<file path="src/hw/dsp_io_pkg.sv">
package dsp_io_pkg;

  // ----------------------------------------------------------------
  // Widths
  // ----------------------------------------------------------------
  localparam int IN_W   = 20;
  localparam int OUT_W  = 16;
  localparam int ERR_W  = 4;
  localparam int DIR_W  = 4;
  localparam int SYNC_W = 5;

  // ----------------------------------------------------------------
  // Read word bit positions
  // ----------------------------------------------------------------
  localparam int RD_TIMER_START  = 19;
  localparam int RD_TRUE         = 18;
  localparam int RD_IRQ_BG_N     = 17;
  localparam int RD_CAP_BG_N     = 16;
  localparam int RD_EXT_COMP_N   = 15;
  localparam int RD_INT_COMP_N   = 14;
  localparam int RD_SINGLE       = 13;
  localparam int RD_GROUNDED     = 12;
  localparam int RD_OVFL_ERR_N   = 11;
  localparam int RD_COMB_ERR_N   = 10;
  localparam int RD_FE_ACTIVE_N  = 9;
  localparam int RD_RES_RD_BUSY  = 8;
  localparam int RD_NVRAM_BUSY   = 7;
  localparam int RD_IRQ_PIN      = 6;
  localparam int RD_TEMP_ERR_N   = 5;
  localparam int RD_RES_BUSY     = 4;
  localparam int RD_GPIO_THREE   = 3;
  localparam int RD_GPIO_TWO     = 2;
  localparam int RD_GPIO_ONE     = 1;
  localparam int RD_GPIO_ZERO    = 0;

  // ----------------------------------------------------------------
  // Write word bit positions
  // ----------------------------------------------------------------
  localparam int WR_BANDGAP      = 15;
  localparam int WR_MEM_PUSH     = 14;
  localparam int WR_CAP_RESET    = 13;
  localparam int WR_MEM_READ     = 12;
  localparam int WR_IRQ          = 11;
  localparam int WR_PAGE         = 10;
  localparam int WR_RES_START    = 9;
  localparam int WR_CAP_START    = 8;
  localparam int WR_GUARD_HI     = 7;
  localparam int WR_GUARD_LO     = 6;
  localparam int WR_GPIO_FIVE    = 5;
  localparam int WR_GPIO_FOUR    = 4;
  localparam int WR_GPIO_THREE   = 3;
  localparam int WR_GPIO_TWO     = 2;
  localparam int WR_GPIO_ONE     = 1;
  localparam int WR_GPIO_ZERO    = 0;

  // ----------------------------------------------------------------
  // Synchroniser lanes
  // ----------------------------------------------------------------
  localparam int SY_GPIO_ZERO  = 0;
  localparam int SY_GPIO_ONE   = 1;
  localparam int SY_GPIO_TWO   = 2;
  localparam int SY_GPIO_THREE = 3;
  localparam int SY_SSN        = 4;

  // ----------------------------------------------------------------
  // Guard patterns on write bits 7:6
  // ----------------------------------------------------------------
  localparam logic [1:0] GUARD_IDLE    = 2'h0;
  localparam logic [1:0] GUARD_ARM_WD  = 2'h1;
  localparam logic [1:0] GUARD_ARM_INI = 2'h2;
  localparam logic [1:0] GUARD_FIRE    = 2'h3;

  typedef enum logic [1:0] {
    G_IDLE,
    G_ARMED_WD,
    G_ARMED_INI
  } guard_state_type;

endpackage : dsp_io_pkg

</file>
<file path="src/hw/dsp_io_status_control_port.sv">
`timescale 1ns/100ps
module dsp_io_status_control_port (
  input  wire logic                         sys_clk,
  input  wire logic                         rst,
  input  wire logic                         clk_en,
  // DSP access
  input  wire logic                         dsp_out_wr,
  input  wire logic [dsp_io_pkg::OUT_W-1:0] dsp_out_data,
  output logic      [dsp_io_pkg::IN_W-1:0]  dsp_in_word,
  // Status and configuration, same clock
  input  wire logic                         timer_start_input,
  input  wire logic                         irq_bandgap_trigger_cfg_n,
  input  wire logic                         cap_bandgap_trigger_cfg_n,
  input  wire logic                         external_compensation_cfg_n,
  input  wire logic                         internal_compensation_cfg_n,
  input  wire logic                         single_ended_cfg,
  input  wire logic                         grounded_cfg,
  input  wire logic                         converter_overflow_err_n,
  input  wire logic [dsp_io_pkg::ERR_W-1:0] converter_error_flags,
  input  wire logic                         frontend_active,
  input  wire logic                         result_read_busy,
  input  wire logic                         nvram_busy,
  input  wire logic                         temperature_error_n,
  input  wire logic                         resistance_meas_busy,
  input  wire logic                         cap_meas_done,
  input  wire logic                         i2c_stop,
  input  wire logic                         irq_on_gpio_four_en,
  input  wire logic                         irq_on_gpio_five_en,
  input  wire logic [dsp_io_pkg::DIR_W-1:0] gpio_dir_in,
  input  wire logic                         pulse_out_zero,
  input  wire logic                         pulse_out_zero_on,
  input  wire logic                         pulse_out_one,
  input  wire logic                         pulse_out_one_on,
  // Pins
  input  wire logic                         spi_ssn,
  input  wire logic                         port_gpio_zero_in,
  output logic                              port_gpio_zero_out,
  output logic                              port_gpio_zero_oe,
  input  wire logic                         port_gpio_one_in,
  output logic                              port_gpio_one_out,
  output logic                              port_gpio_one_oe,
  input  wire logic                         port_gpio_two_in,
  output logic                              port_gpio_two_out,
  output logic                              port_gpio_two_oe,
  input  wire logic                         port_gpio_three_in,
  output logic                              port_gpio_three_out,
  output logic                              port_gpio_three_oe,
  output logic                              port_gpio_four,
  output logic                              port_gpio_five,
  output logic                              interrupt_pin_n,
  // Triggers to the measurement hardware
  output logic                              bandgap_start_pulse,
  output logic                              cap_converter_reset,
  output logic                              resistance_meas_start,
  output logic                              cap_meas_start,
  output logic                              cap_meas_blocked,
  output logic                              watchdog_restart,
  output logic                              init_reset
);
  import dsp_io_pkg::*;

  // ----------------------------------------------------------------
  // Helpers
  // ----------------------------------------------------------------
  function automatic logic wr_bit(input logic wr, input logic [OUT_W-1:0] d, input int idx);
    wr_bit = wr & d[idx];
  endfunction : wr_bit

  function automatic logic pin_mux(input logic level, input logic pulse_on,
                                   input logic pulse);
    pin_mux = pulse_on ? (level | pulse) : level;
  endfunction : pin_mux

  // ----------------------------------------------------------------
  // Pin synchronisers
  // ----------------------------------------------------------------
  logic [SYNC_W-1:0] pins_async;
  logic [SYNC_W-1:0] pins_sync;

  assign pins_async[SY_GPIO_ZERO]  = port_gpio_zero_in;
  assign pins_async[SY_GPIO_ONE]   = port_gpio_one_in;
  assign pins_async[SY_GPIO_TWO]   = port_gpio_two_in;
  assign pins_async[SY_GPIO_THREE] = port_gpio_three_in;
  assign pins_async[SY_SSN]        = spi_ssn;

  sync_two_ff u_sync (
    .sys_clk  (sys_clk),
    .rst      (rst),
    .clk_en   (clk_en),
    .async_in (pins_async),
    .sync_out (pins_sync)
  );

  // ----------------------------------------------------------------
  // Watchdog and init guard
  // ----------------------------------------------------------------
  guard_pattern_seq u_guard (
    .sys_clk          (sys_clk),
    .rst              (rst),
    .clk_en           (clk_en),
    .wr               (dsp_out_wr),
    .pattern          (dsp_out_data[WR_GUARD_HI:WR_GUARD_LO]),
    .watchdog_restart (watchdog_restart),
    .init_reset       (init_reset)
  );

  // ----------------------------------------------------------------
  // Output latches and self-clearing pulses
  // ----------------------------------------------------------------
  logic       bandgap_r;
  logic       bandgap_nxt;
  logic       cap_rst_r;
  logic       cap_rst_nxt;
  logic       res_start_r;
  logic       res_start_nxt;
  logic       cap_start_r;
  logic       cap_start_nxt;
  logic       need_rst_r;
  logic       need_rst_nxt;
  logic       irq_r;
  logic       irq_nxt;
  logic       ssn_d_r;
  logic       ssn_d_nxt;
  logic [5:0] gpio_r;
  logic [5:0] gpio_nxt;
  logic       ssn_rise;
  logic       irq_clear;
  logic       irq_set;

  assign ssn_rise  = pins_sync[SY_SSN] & ~ssn_d_r;
  assign irq_clear = ssn_rise | i2c_stop;
  assign irq_set   = wr_bit(dsp_out_wr, dsp_out_data, WR_IRQ);

  always_comb begin
    bandgap_nxt   = bandgap_r;
    cap_rst_nxt   = cap_rst_r;
    res_start_nxt = res_start_r;
    cap_start_nxt = cap_start_r;
    need_rst_nxt  = need_rst_r;
    irq_nxt       = irq_r;
    ssn_d_nxt     = ssn_d_r;
    gpio_nxt      = gpio_r;
    if (clk_en) begin
      // Bits 14, 12 and 10 belong to ROM routines and are not decoded
      bandgap_nxt   = wr_bit(dsp_out_wr, dsp_out_data, WR_BANDGAP);
      cap_rst_nxt   = wr_bit(dsp_out_wr, dsp_out_data, WR_CAP_RESET);
      res_start_nxt = wr_bit(dsp_out_wr, dsp_out_data, WR_RES_START);
      cap_start_nxt = wr_bit(dsp_out_wr, dsp_out_data, WR_CAP_START)
                      & ~need_rst_r;
      // Done sets over a reset write in the same cycle
      if (cap_meas_done) need_rst_nxt = 1'b1;
      else if (wr_bit(dsp_out_wr, dsp_out_data, WR_CAP_RESET)) need_rst_nxt = 1'b0;
      // Set wins over clear
      if (irq_set) irq_nxt = 1'b1;
      else if (irq_clear) irq_nxt = 1'b0;
      ssn_d_nxt = pins_sync[SY_SSN];
      if (dsp_out_wr) begin
        gpio_nxt = dsp_out_data[WR_GPIO_FIVE:WR_GPIO_ZERO];
      end
    end
  end

  always_ff @(posedge sys_clk) begin
    if (rst) begin
      bandgap_r   <= 1'b0;
      cap_rst_r   <= 1'b0;
      res_start_r <= 1'b0;
      cap_start_r <= 1'b0;
      need_rst_r  <= 1'b0;
      irq_r       <= 1'b0;
      ssn_d_r     <= 1'b1;
      gpio_r      <= '0;
    end else begin
      bandgap_r   <= bandgap_nxt;
      cap_rst_r   <= cap_rst_nxt;
      res_start_r <= res_start_nxt;
      cap_start_r <= cap_start_nxt;
      need_rst_r  <= need_rst_nxt;
      irq_r       <= irq_nxt;
      ssn_d_r     <= ssn_d_nxt;
      gpio_r      <= gpio_nxt;
    end
  end

  assign bandgap_start_pulse   = bandgap_r;
  assign cap_converter_reset   = cap_rst_r;
  assign resistance_meas_start = res_start_r;
  assign cap_meas_start        = cap_start_r;
  assign cap_meas_blocked      = need_rst_r;

  // ----------------------------------------------------------------
  // Pin drive
  // ----------------------------------------------------------------
  assign interrupt_pin_n     = ~irq_r;
  assign port_gpio_zero_out  = gpio_r[WR_GPIO_ZERO];
  assign port_gpio_zero_oe   = ~gpio_dir_in[SY_GPIO_ZERO];
  assign port_gpio_one_out   = gpio_r[WR_GPIO_ONE];
  assign port_gpio_one_oe    = ~gpio_dir_in[SY_GPIO_ONE];
  assign port_gpio_two_out   = pin_mux(gpio_r[WR_GPIO_TWO], pulse_out_zero_on,
                                       pulse_out_zero);
  assign port_gpio_two_oe    = ~gpio_dir_in[SY_GPIO_TWO];
  assign port_gpio_three_out = pin_mux(gpio_r[WR_GPIO_THREE], pulse_out_one_on,
                                       pulse_out_one);
  assign port_gpio_three_oe  = ~gpio_dir_in[SY_GPIO_THREE];
  assign port_gpio_four      = irq_on_gpio_four_en ? ~irq_r : gpio_r[WR_GPIO_FOUR];
  assign port_gpio_five      = irq_on_gpio_five_en ? ~irq_r : gpio_r[WR_GPIO_FIVE];

  // ----------------------------------------------------------------
  // Read word
  // ----------------------------------------------------------------
  logic [IN_W-1:0] rd_r;
  logic [IN_W-1:0] rd_nxt;

  always_comb begin
    rd_nxt = rd_r;
    if (clk_en) begin
      rd_nxt[RD_TIMER_START] = timer_start_input;
      rd_nxt[RD_TRUE]        = 1'b1;
      rd_nxt[RD_IRQ_BG_N]    = irq_bandgap_trigger_cfg_n;
      rd_nxt[RD_CAP_BG_N]    = cap_bandgap_trigger_cfg_n;
      rd_nxt[RD_EXT_COMP_N]  = external_compensation_cfg_n;
      rd_nxt[RD_INT_COMP_N]  = internal_compensation_cfg_n;
      rd_nxt[RD_SINGLE]      = single_ended_cfg;
      rd_nxt[RD_GROUNDED]    = grounded_cfg;
      rd_nxt[RD_OVFL_ERR_N]  = converter_overflow_err_n;
      rd_nxt[RD_COMB_ERR_N]  = ~(|converter_error_flags) & converter_overflow_err_n;
      rd_nxt[RD_FE_ACTIVE_N] = ~frontend_active;
      rd_nxt[RD_RES_RD_BUSY] = result_read_busy;
      rd_nxt[RD_NVRAM_BUSY]  = nvram_busy;
      rd_nxt[RD_IRQ_PIN]     = ~irq_r;
      rd_nxt[RD_TEMP_ERR_N]  = temperature_error_n;
      rd_nxt[RD_RES_BUSY]    = resistance_meas_busy;
      rd_nxt[RD_GPIO_THREE]  = pins_sync[SY_GPIO_THREE];
      rd_nxt[RD_GPIO_TWO]    = pins_sync[SY_GPIO_TWO];
      rd_nxt[RD_GPIO_ONE]    = pins_sync[SY_GPIO_ONE];
      rd_nxt[RD_GPIO_ZERO]   = pins_sync[SY_GPIO_ZERO];
    end
  end

  always_ff @(posedge sys_clk) begin
    if (rst) begin
      rd_r <= '0;
    end else begin
      rd_r <= rd_nxt;
    end
  end

  assign dsp_in_word = rd_r;

endmodule : dsp_io_status_control_port

</file>
<file path="src/hw/guard_pattern_seq.sv">
`timescale 1ns/100ps
module guard_pattern_seq (
  input  wire logic       sys_clk,
  input  wire logic       rst,
  input  wire logic       clk_en,
  input  wire logic       wr,
  input  wire logic [1:0] pattern,
  output logic            watchdog_restart,
  output logic            init_reset
);
  import dsp_io_pkg::*;

  guard_state_type state_r;
  guard_state_type state_nxt;
  logic            wd_r;
  logic            wd_nxt;
  logic            ini_r;
  logic            ini_nxt;

  // ----------------------------------------------------------------
  // Arm with one pattern, fire with the next nonzero one; any other nonzero pattern disarms
  // ----------------------------------------------------------------
  always_comb begin
    state_nxt = state_r;
    wd_nxt    = wd_r;
    ini_nxt   = ini_r;
    if (clk_en) begin
      wd_nxt  = 1'b0;
      ini_nxt = 1'b0;
      if (wr && (pattern != GUARD_IDLE)) begin
        case (state_r)
          G_IDLE: begin
            if (pattern == GUARD_ARM_WD) state_nxt = G_ARMED_WD;
            else if (pattern == GUARD_ARM_INI) state_nxt = G_ARMED_INI;
            else state_nxt = G_IDLE;
          end
          G_ARMED_WD: begin
            wd_nxt    = (pattern == GUARD_FIRE);
            state_nxt = G_IDLE;
          end
          G_ARMED_INI: begin
            ini_nxt   = (pattern == GUARD_FIRE);
            state_nxt = G_IDLE;
          end
          default: state_nxt = G_IDLE;
        endcase
      end
    end
  end

  always_ff @(posedge sys_clk) begin
    if (rst) begin
      state_r <= G_IDLE;
      wd_r    <= 1'b0;
      ini_r   <= 1'b0;
    end else begin
      state_r <= state_nxt;
      wd_r    <= wd_nxt;
      ini_r   <= ini_nxt;
    end
  end

  assign watchdog_restart = wd_r;
  assign init_reset       = ini_r;

endmodule : guard_pattern_seq

</file>
<file path="src/hw/sync_two_ff.sv">
`timescale 1ns/100ps
module sync_two_ff (
  input  wire logic                     sys_clk,
  input  wire logic                     rst,
  input  wire logic                     clk_en,
  input  wire logic [dsp_io_pkg::SYNC_W-1:0] async_in,
  output logic      [dsp_io_pkg::SYNC_W-1:0] sync_out
);
  import dsp_io_pkg::*;
  localparam logic [SYNC_W-1:0] SSN_IDLE = SYNC_W'(1) << SY_SSN;
  logic [SYNC_W-1:0] meta_r;
  logic [SYNC_W-1:0] meta_nxt;
  logic [SYNC_W-1:0] sync_r;
  logic [SYNC_W-1:0] sync_nxt;

  always_comb begin
    meta_nxt = meta_r;
    sync_nxt = sync_r;
    if (clk_en) begin
      meta_nxt = async_in;
      sync_nxt = meta_r;
    end
  end

  always_ff @(posedge sys_clk) begin
    if (rst) begin
      meta_r <= SSN_IDLE;
      sync_r <= SSN_IDLE;
    end else begin
      meta_r <= meta_nxt;
      sync_r <= sync_nxt;
    end
  end

  assign sync_out = sync_r;

endmodule : sync_two_ff

</file>
<file path="config.mk">
export PLATFORM = sky130hd
export DESIGN_NAME = dsp_io_status_control_port
export DESIGN_NICKNAME = d
export VERILOG_FILES = /design/src/hw/dsp_io_pkg.sv /design/src/hw/dsp_io_status_control_port.sv /design/src/hw/guard_pattern_seq.sv /design/src/hw/sync_two_ff.sv
export SDC_FILE = /design/constraint.sdc
export NUM_CORES = 1
export LEC_CHECK = 0
export BUFFER_PORTS_ARGS = -buffer_cell sky130_fd_sc_hd__buf_4
export CAP_MARGIN = 30
export CORE_MARGIN = 1
export CORE_UTILIZATION = 44
export DETAILED_ROUTE_END_ITERATION = 10
export GPL_TIMING_DRIVEN = 0
export HOLD_SLACK_MARGIN = 0.08
export PLACE_DENSITY_LB_ADDON = 0.08
export SETUP_SLACK_MARGIN = 0.05
export SYNTH_ARGS = -nofsm -noshare
export SYNTH_HDL_FRONTEND = slang
export SYNTH_SLANG_ARGS = --single-unit
</file>
<file path="constraint.sdc">
create_clock -name sys_clk -period 1.07 [get_ports sys_clk]
set_input_delay 0.1605 -clock sys_clk [delete_from_list [all_inputs] [get_ports sys_clk]]
set_output_delay 0.1605 -clock sys_clk [all_outputs]
set_load 0.02 [all_outputs]
</file>
* Word level (Yosys, flattened, before mapping) *
Cells that the tools add are included.

storage, ports and cells
  memory bits (read-only) = 0
  bits in writable memories = 0
  bits in latches = 0
  input bits = 54
  bits in registers = 47
  memories kept = 0
  output and inout port bits = 38
  word-level logic and storage cells = 64

cells by class
  $mul = 0
  muxes and demuxes = 15
  $add $sub $neg = 0
  div/mod/pow operators = 0
  eq/ne operators = 5
  shift operators = 0
  bitwise operators = 20
  reductions and logical operators = 10
  magnitude comparators = 0

operators by type and width
  kind                count
  $mux 1              12
  $not 1->1           9
  $and 1x1->1         8
  $reduce_and 2->1    4
  $eq 2x2->1 const B  3
  $mux 2              3
  $reduce_bool 2->1   3
  $eq 2x1->1 const B  2
  $reduce_or 4->1     1
  $or 1x1->1          3
  $logic_not 2->1     1
  $logic_and 1x1->1   1

* Longest topological paths before layout *
  depth in word-level cells = 5
  mapped depth = 4
  mapped depth without buffers = 3

* Hierarchy *
Synthesis repeated with hierarchy kept, for this count alone.

second synthesis, totals
  cells, all modules = 186
  area total of the unflattened synthesis = 1829.3 sq um

modules (own cells, without submodules)
  module                      area an instance (sq um)  instances  seq. area each (sq um)  cells each
  dsp_io_status_control_port  1285.0                    1          660.6                   137
  sync_two_ff                 359.1                     1          200.2                   32
  guard_pattern_seq           185.2                     1          80.1                    17

* Least setup slack after synthesis *
OpenSTA, ideal clock, no wires.

  kind = register to register
  start = register, netlist name irq_r
  end = register irq_r
  setup time = 0.070 ns
  cell stages (with the launch flop) = 4
  arrival = 0.836 ns
  data required time = 1.000 ns
  clock period less this slack = 0.906 ns
  path slack = 0.164 ns
  path buffers = 0
  cells stage by stage = dfxtp_1 -> inv_2 -> a211o_1 -> a21oi_1

RTL lines
  what                  RTL line                           text
  end signal, assigned  dsp_io_status_control_port.sv:179  irq_r <= irq_nxt;
  end, declared         dsp_io_status_control_port.sv:120  logic irq_r;

* Worst setup path in the final report *
  start = register irq_r
  end = output port port_gpio_five

between the ends
  cells in the longest elaborated chain, start to end = 2

RTL lines
  what           RTL line                           text
  $not 1->1      dsp_io_status_control_port.sv:206  assign port_gpio_five = irq_on_gpio_five_en ? ~irq_r : gpio_r[WR_GPIO_FIVE];
  $mux 1         dsp_io_status_control_port.sv:206
  end, declared  dsp_io_status_control_port.sv:49   output logic port_gpio_five,

No other way between the ends.

==> flow_metrics.tcl <==
set metrics [dict create \
    nets 339 \
    grt_use_total 0.1889 \
    final_common_cell "buf_4" \
    wl_per_cell_um 11.78 \
    seq_area_frac_synth 0.5229 \
    routed_wl_um 3934 \
    die-width_um 65.95 \
    synthesis.nets 240 \
    path_clk_slew_ns 0.08 \
    drc 0 \
    p_leak_nw 1.286 \
    grt_overflow_total 0 \
    yosysTopAreaCellShare 0.5229 \
    maxSlewHeadroom 0.6809 \
    synth_compound_area_frac 0.1029 \
    cts_tree "yes" \
    clockBufferDepth 2 \
    max_freq_mhz 925.2 \
    synth_area_leader_cell "dfxtp_1" \
    synthSimpleGateAreaFrac 0.1704 \
    critical_path.startpoint "irq_r" \
    rows 22 \
    setup_tns_ns -0.01461 \
    placed_cells 321 \
    final_core_util 0.7039 \
    dr.pass1.iters 4 \
    cts_max_level 2 \
    r2r_start "u_guard.state_r[0]" \
    synthMuxAreaShare 0.1391 \
    cp_slowest_cell "dfxtp_2" \
    post-route-period-util 1.010 \
    fin_worst_skew_ns 0.002890 \
    numPortBuffers 87 \
    io_pins 92 \
    drt_iter0_markers 48 \
    synth_fa_ha_area_frac 0 \
    grt_pass1_vias 1440 \
    critPathArrivalTime_ns 0.92 \
    worst_ep_required_time_ns 0.91 \
    path_class "reg -> out" \
    grt_pass1_wl_um 6285 \
    fin_cells 334 \
    ant_nets 0 \
    layout_common_cells "buf_4 (89), dfxtp_1 (42), nor2_1 (34)" \
    min_from "dsp_out_data[9]" \
    die_area_um2 4349 \
    total_power_w 0.003548 \
    antenna_cells 0 \
    p_per_area_nw_per_um2 1327 \
    synth_top_family_by_area "simple AND/OR/NAND/NOR gates" \
    violations "negative setup slack" \
    clock_latency_ns 0.30 \
    synthCells 186 \
    syn_area_per_cell_um2 9.673 \
    max_stage_delay_ns 0.35 \
    min-delay-path-class "in -> reg" \
    synth_xor_area_frac 0 \
    cp_max_fo 4 \
    vias 1607 \
    rsz0062_at_grt "true" \
    endpoint_kind "primary output" \
    fin_ws_ns -0.01079 \
    start_util 0.4736 \
    drive_gt1_frac 0.4091 \
    die-height_um 65.95 \
    tightest_slew_ns 0.4787 \
    period_needed_ns 1.081 \
    ys_types 29 \
    ys_ff_latch 47 \
    drt-vias-per-instance 4.811 \
    cts_root_buffer "clkbuf_8" \
    finalMaxSlewViolations 0 \
    routabilityCongestion 0.7306 \
    syn_to_final_growth_pct 48.61 \
    hold_viol_final 0 \
    outcome "finished with violations" \
    place_ws_ns 0.04495 \
    cts_sinks 47 \
    startpoint_type "flop" \
    fp.coreArea_um2 3799 \
    ys_warn_count 0 \
    grt_max_degree 16 \
    numCtsBuffers 5 \
    netlist_area_um2 1799 \
    setup_viol 2 \
    antenna_found_initial 0 \
    maxCapViolCount 0 \
    peakVddDrop_mv 0.9743 \
    dp_hpwl_um 2931 \
    synth_area_leaders "dfxtp_1 (52%), mux2i_1 (14%), nor2_1 (7.3%)" \
    cp_cell_sequence "a21oi_1 > buf_4" \
]
## cell usage after synthesis
cell and n:
nand3_1 2, buf_2 2, nor3_1 1, nand2b_1 5, buf_1 3, a22oi_1 2
a211oi_2 2, mux2i_1 25, nand4b_1 1, a21o_1 2, a21oi_1 16, nor2_1 35
inv_1 6, nor4_1 1, o211ai_1 2, and2_1 1, buf_6 3, buf_4 2
nor4b_1 1, a32oi_1 1, nor2b_1 3, a2bb2oi_1 1, and4_1 1, buf_12 1
nand3b_1 2, dfxtp_1 47, a211o_1 2, nand2_1 15, inv_2 1
## area by class of cell
type | instances | area, µm²
Multi-Input combinational cell | 121 | 754.5
Timing Repair Buffer | 92 | 706.9
Clock buffer | 5 | 68.82
Inverter | 7 | 26.28
Fill cell | 323 | 1125
Clock inverter | 3 | 20.02
Buffer | 11 | 90.09
Sequential cell | 47 | 947.2
Tap cell | 48 | 60.06
## metrics by stage
stage / hold WS [ns] / cell area (µm²)
2_1_floorplan: 0.2575 / 1799
3_3_place_gp: 0.3525 / 2512
3_5_place_dp: 0.3565 / 2512
4_1_cts: 0.08789 / 2654
5_1_grt: 0.09096 / 2674
6_report: 0.09037 / 2674
## cell families after synthesis
kind of cell	count (synthesis)
muxes	25
buffers and inverters	18
DFF	47
AOI/OAI and AO/OA	28
and+or+nand+nor	68
## path summary, 6_finish.rpt
check                                to  slack (ns)  depth (start not counted)
setup / recovery         port_gpio_five       -0.01                          2
hold / removal    resistance_meas_start        0.09                          3
hold reg to reg               gpio_r[2]        0.46                          2
setup reg to reg     u_guard.state_r[1]        0.14                          3
## power breakdown
group          switching (W)  internal [W]  total [W]
clock               0.000584      0.000454    0.00104
sequential         0.0000441       0.00183    0.00188
combinational       0.000293      0.000341   0.000633
total               0.000921       0.00263    0.00355
## critical path: cells and delay by family, from the launching register on
kind	cells	cell delay [ns]
DFF	1	0.35
buffers and inverters	1	0.15
AOI/OAI and AO/OA	1	0.12
## layer usage
layer / vias to the layer above / GRT usage / share of wire
met3: 5 / 0.04828 / 0.064
met2: 47 / 0.3214 / 0.48
met4: 0 / 0.06915 / 0.011
met5: - / 0 / 0
met1: 731 / 0.2276 / 0.44
li1: 824 / - / -
## registers in the layout, summed over array words and instances, names as in the netlist, 2 cells and up
name / flops
u_guard.state_r: 2
dsp_in_word: 20
u_sync.meta_r: 5
gpio_r: 6
u_sync.sync_out: 5
## timing repair
item | CTS | global route
hold buffers | 2 | 0
endpoints found under the setup margin | 5 | 6
setup buffers | 2 | 1
hold endpoints to repair | 2 | 0
gates resized for setup | 8 | 3
pin swaps | 2 | 0
(Power assumes the default switching activity.)
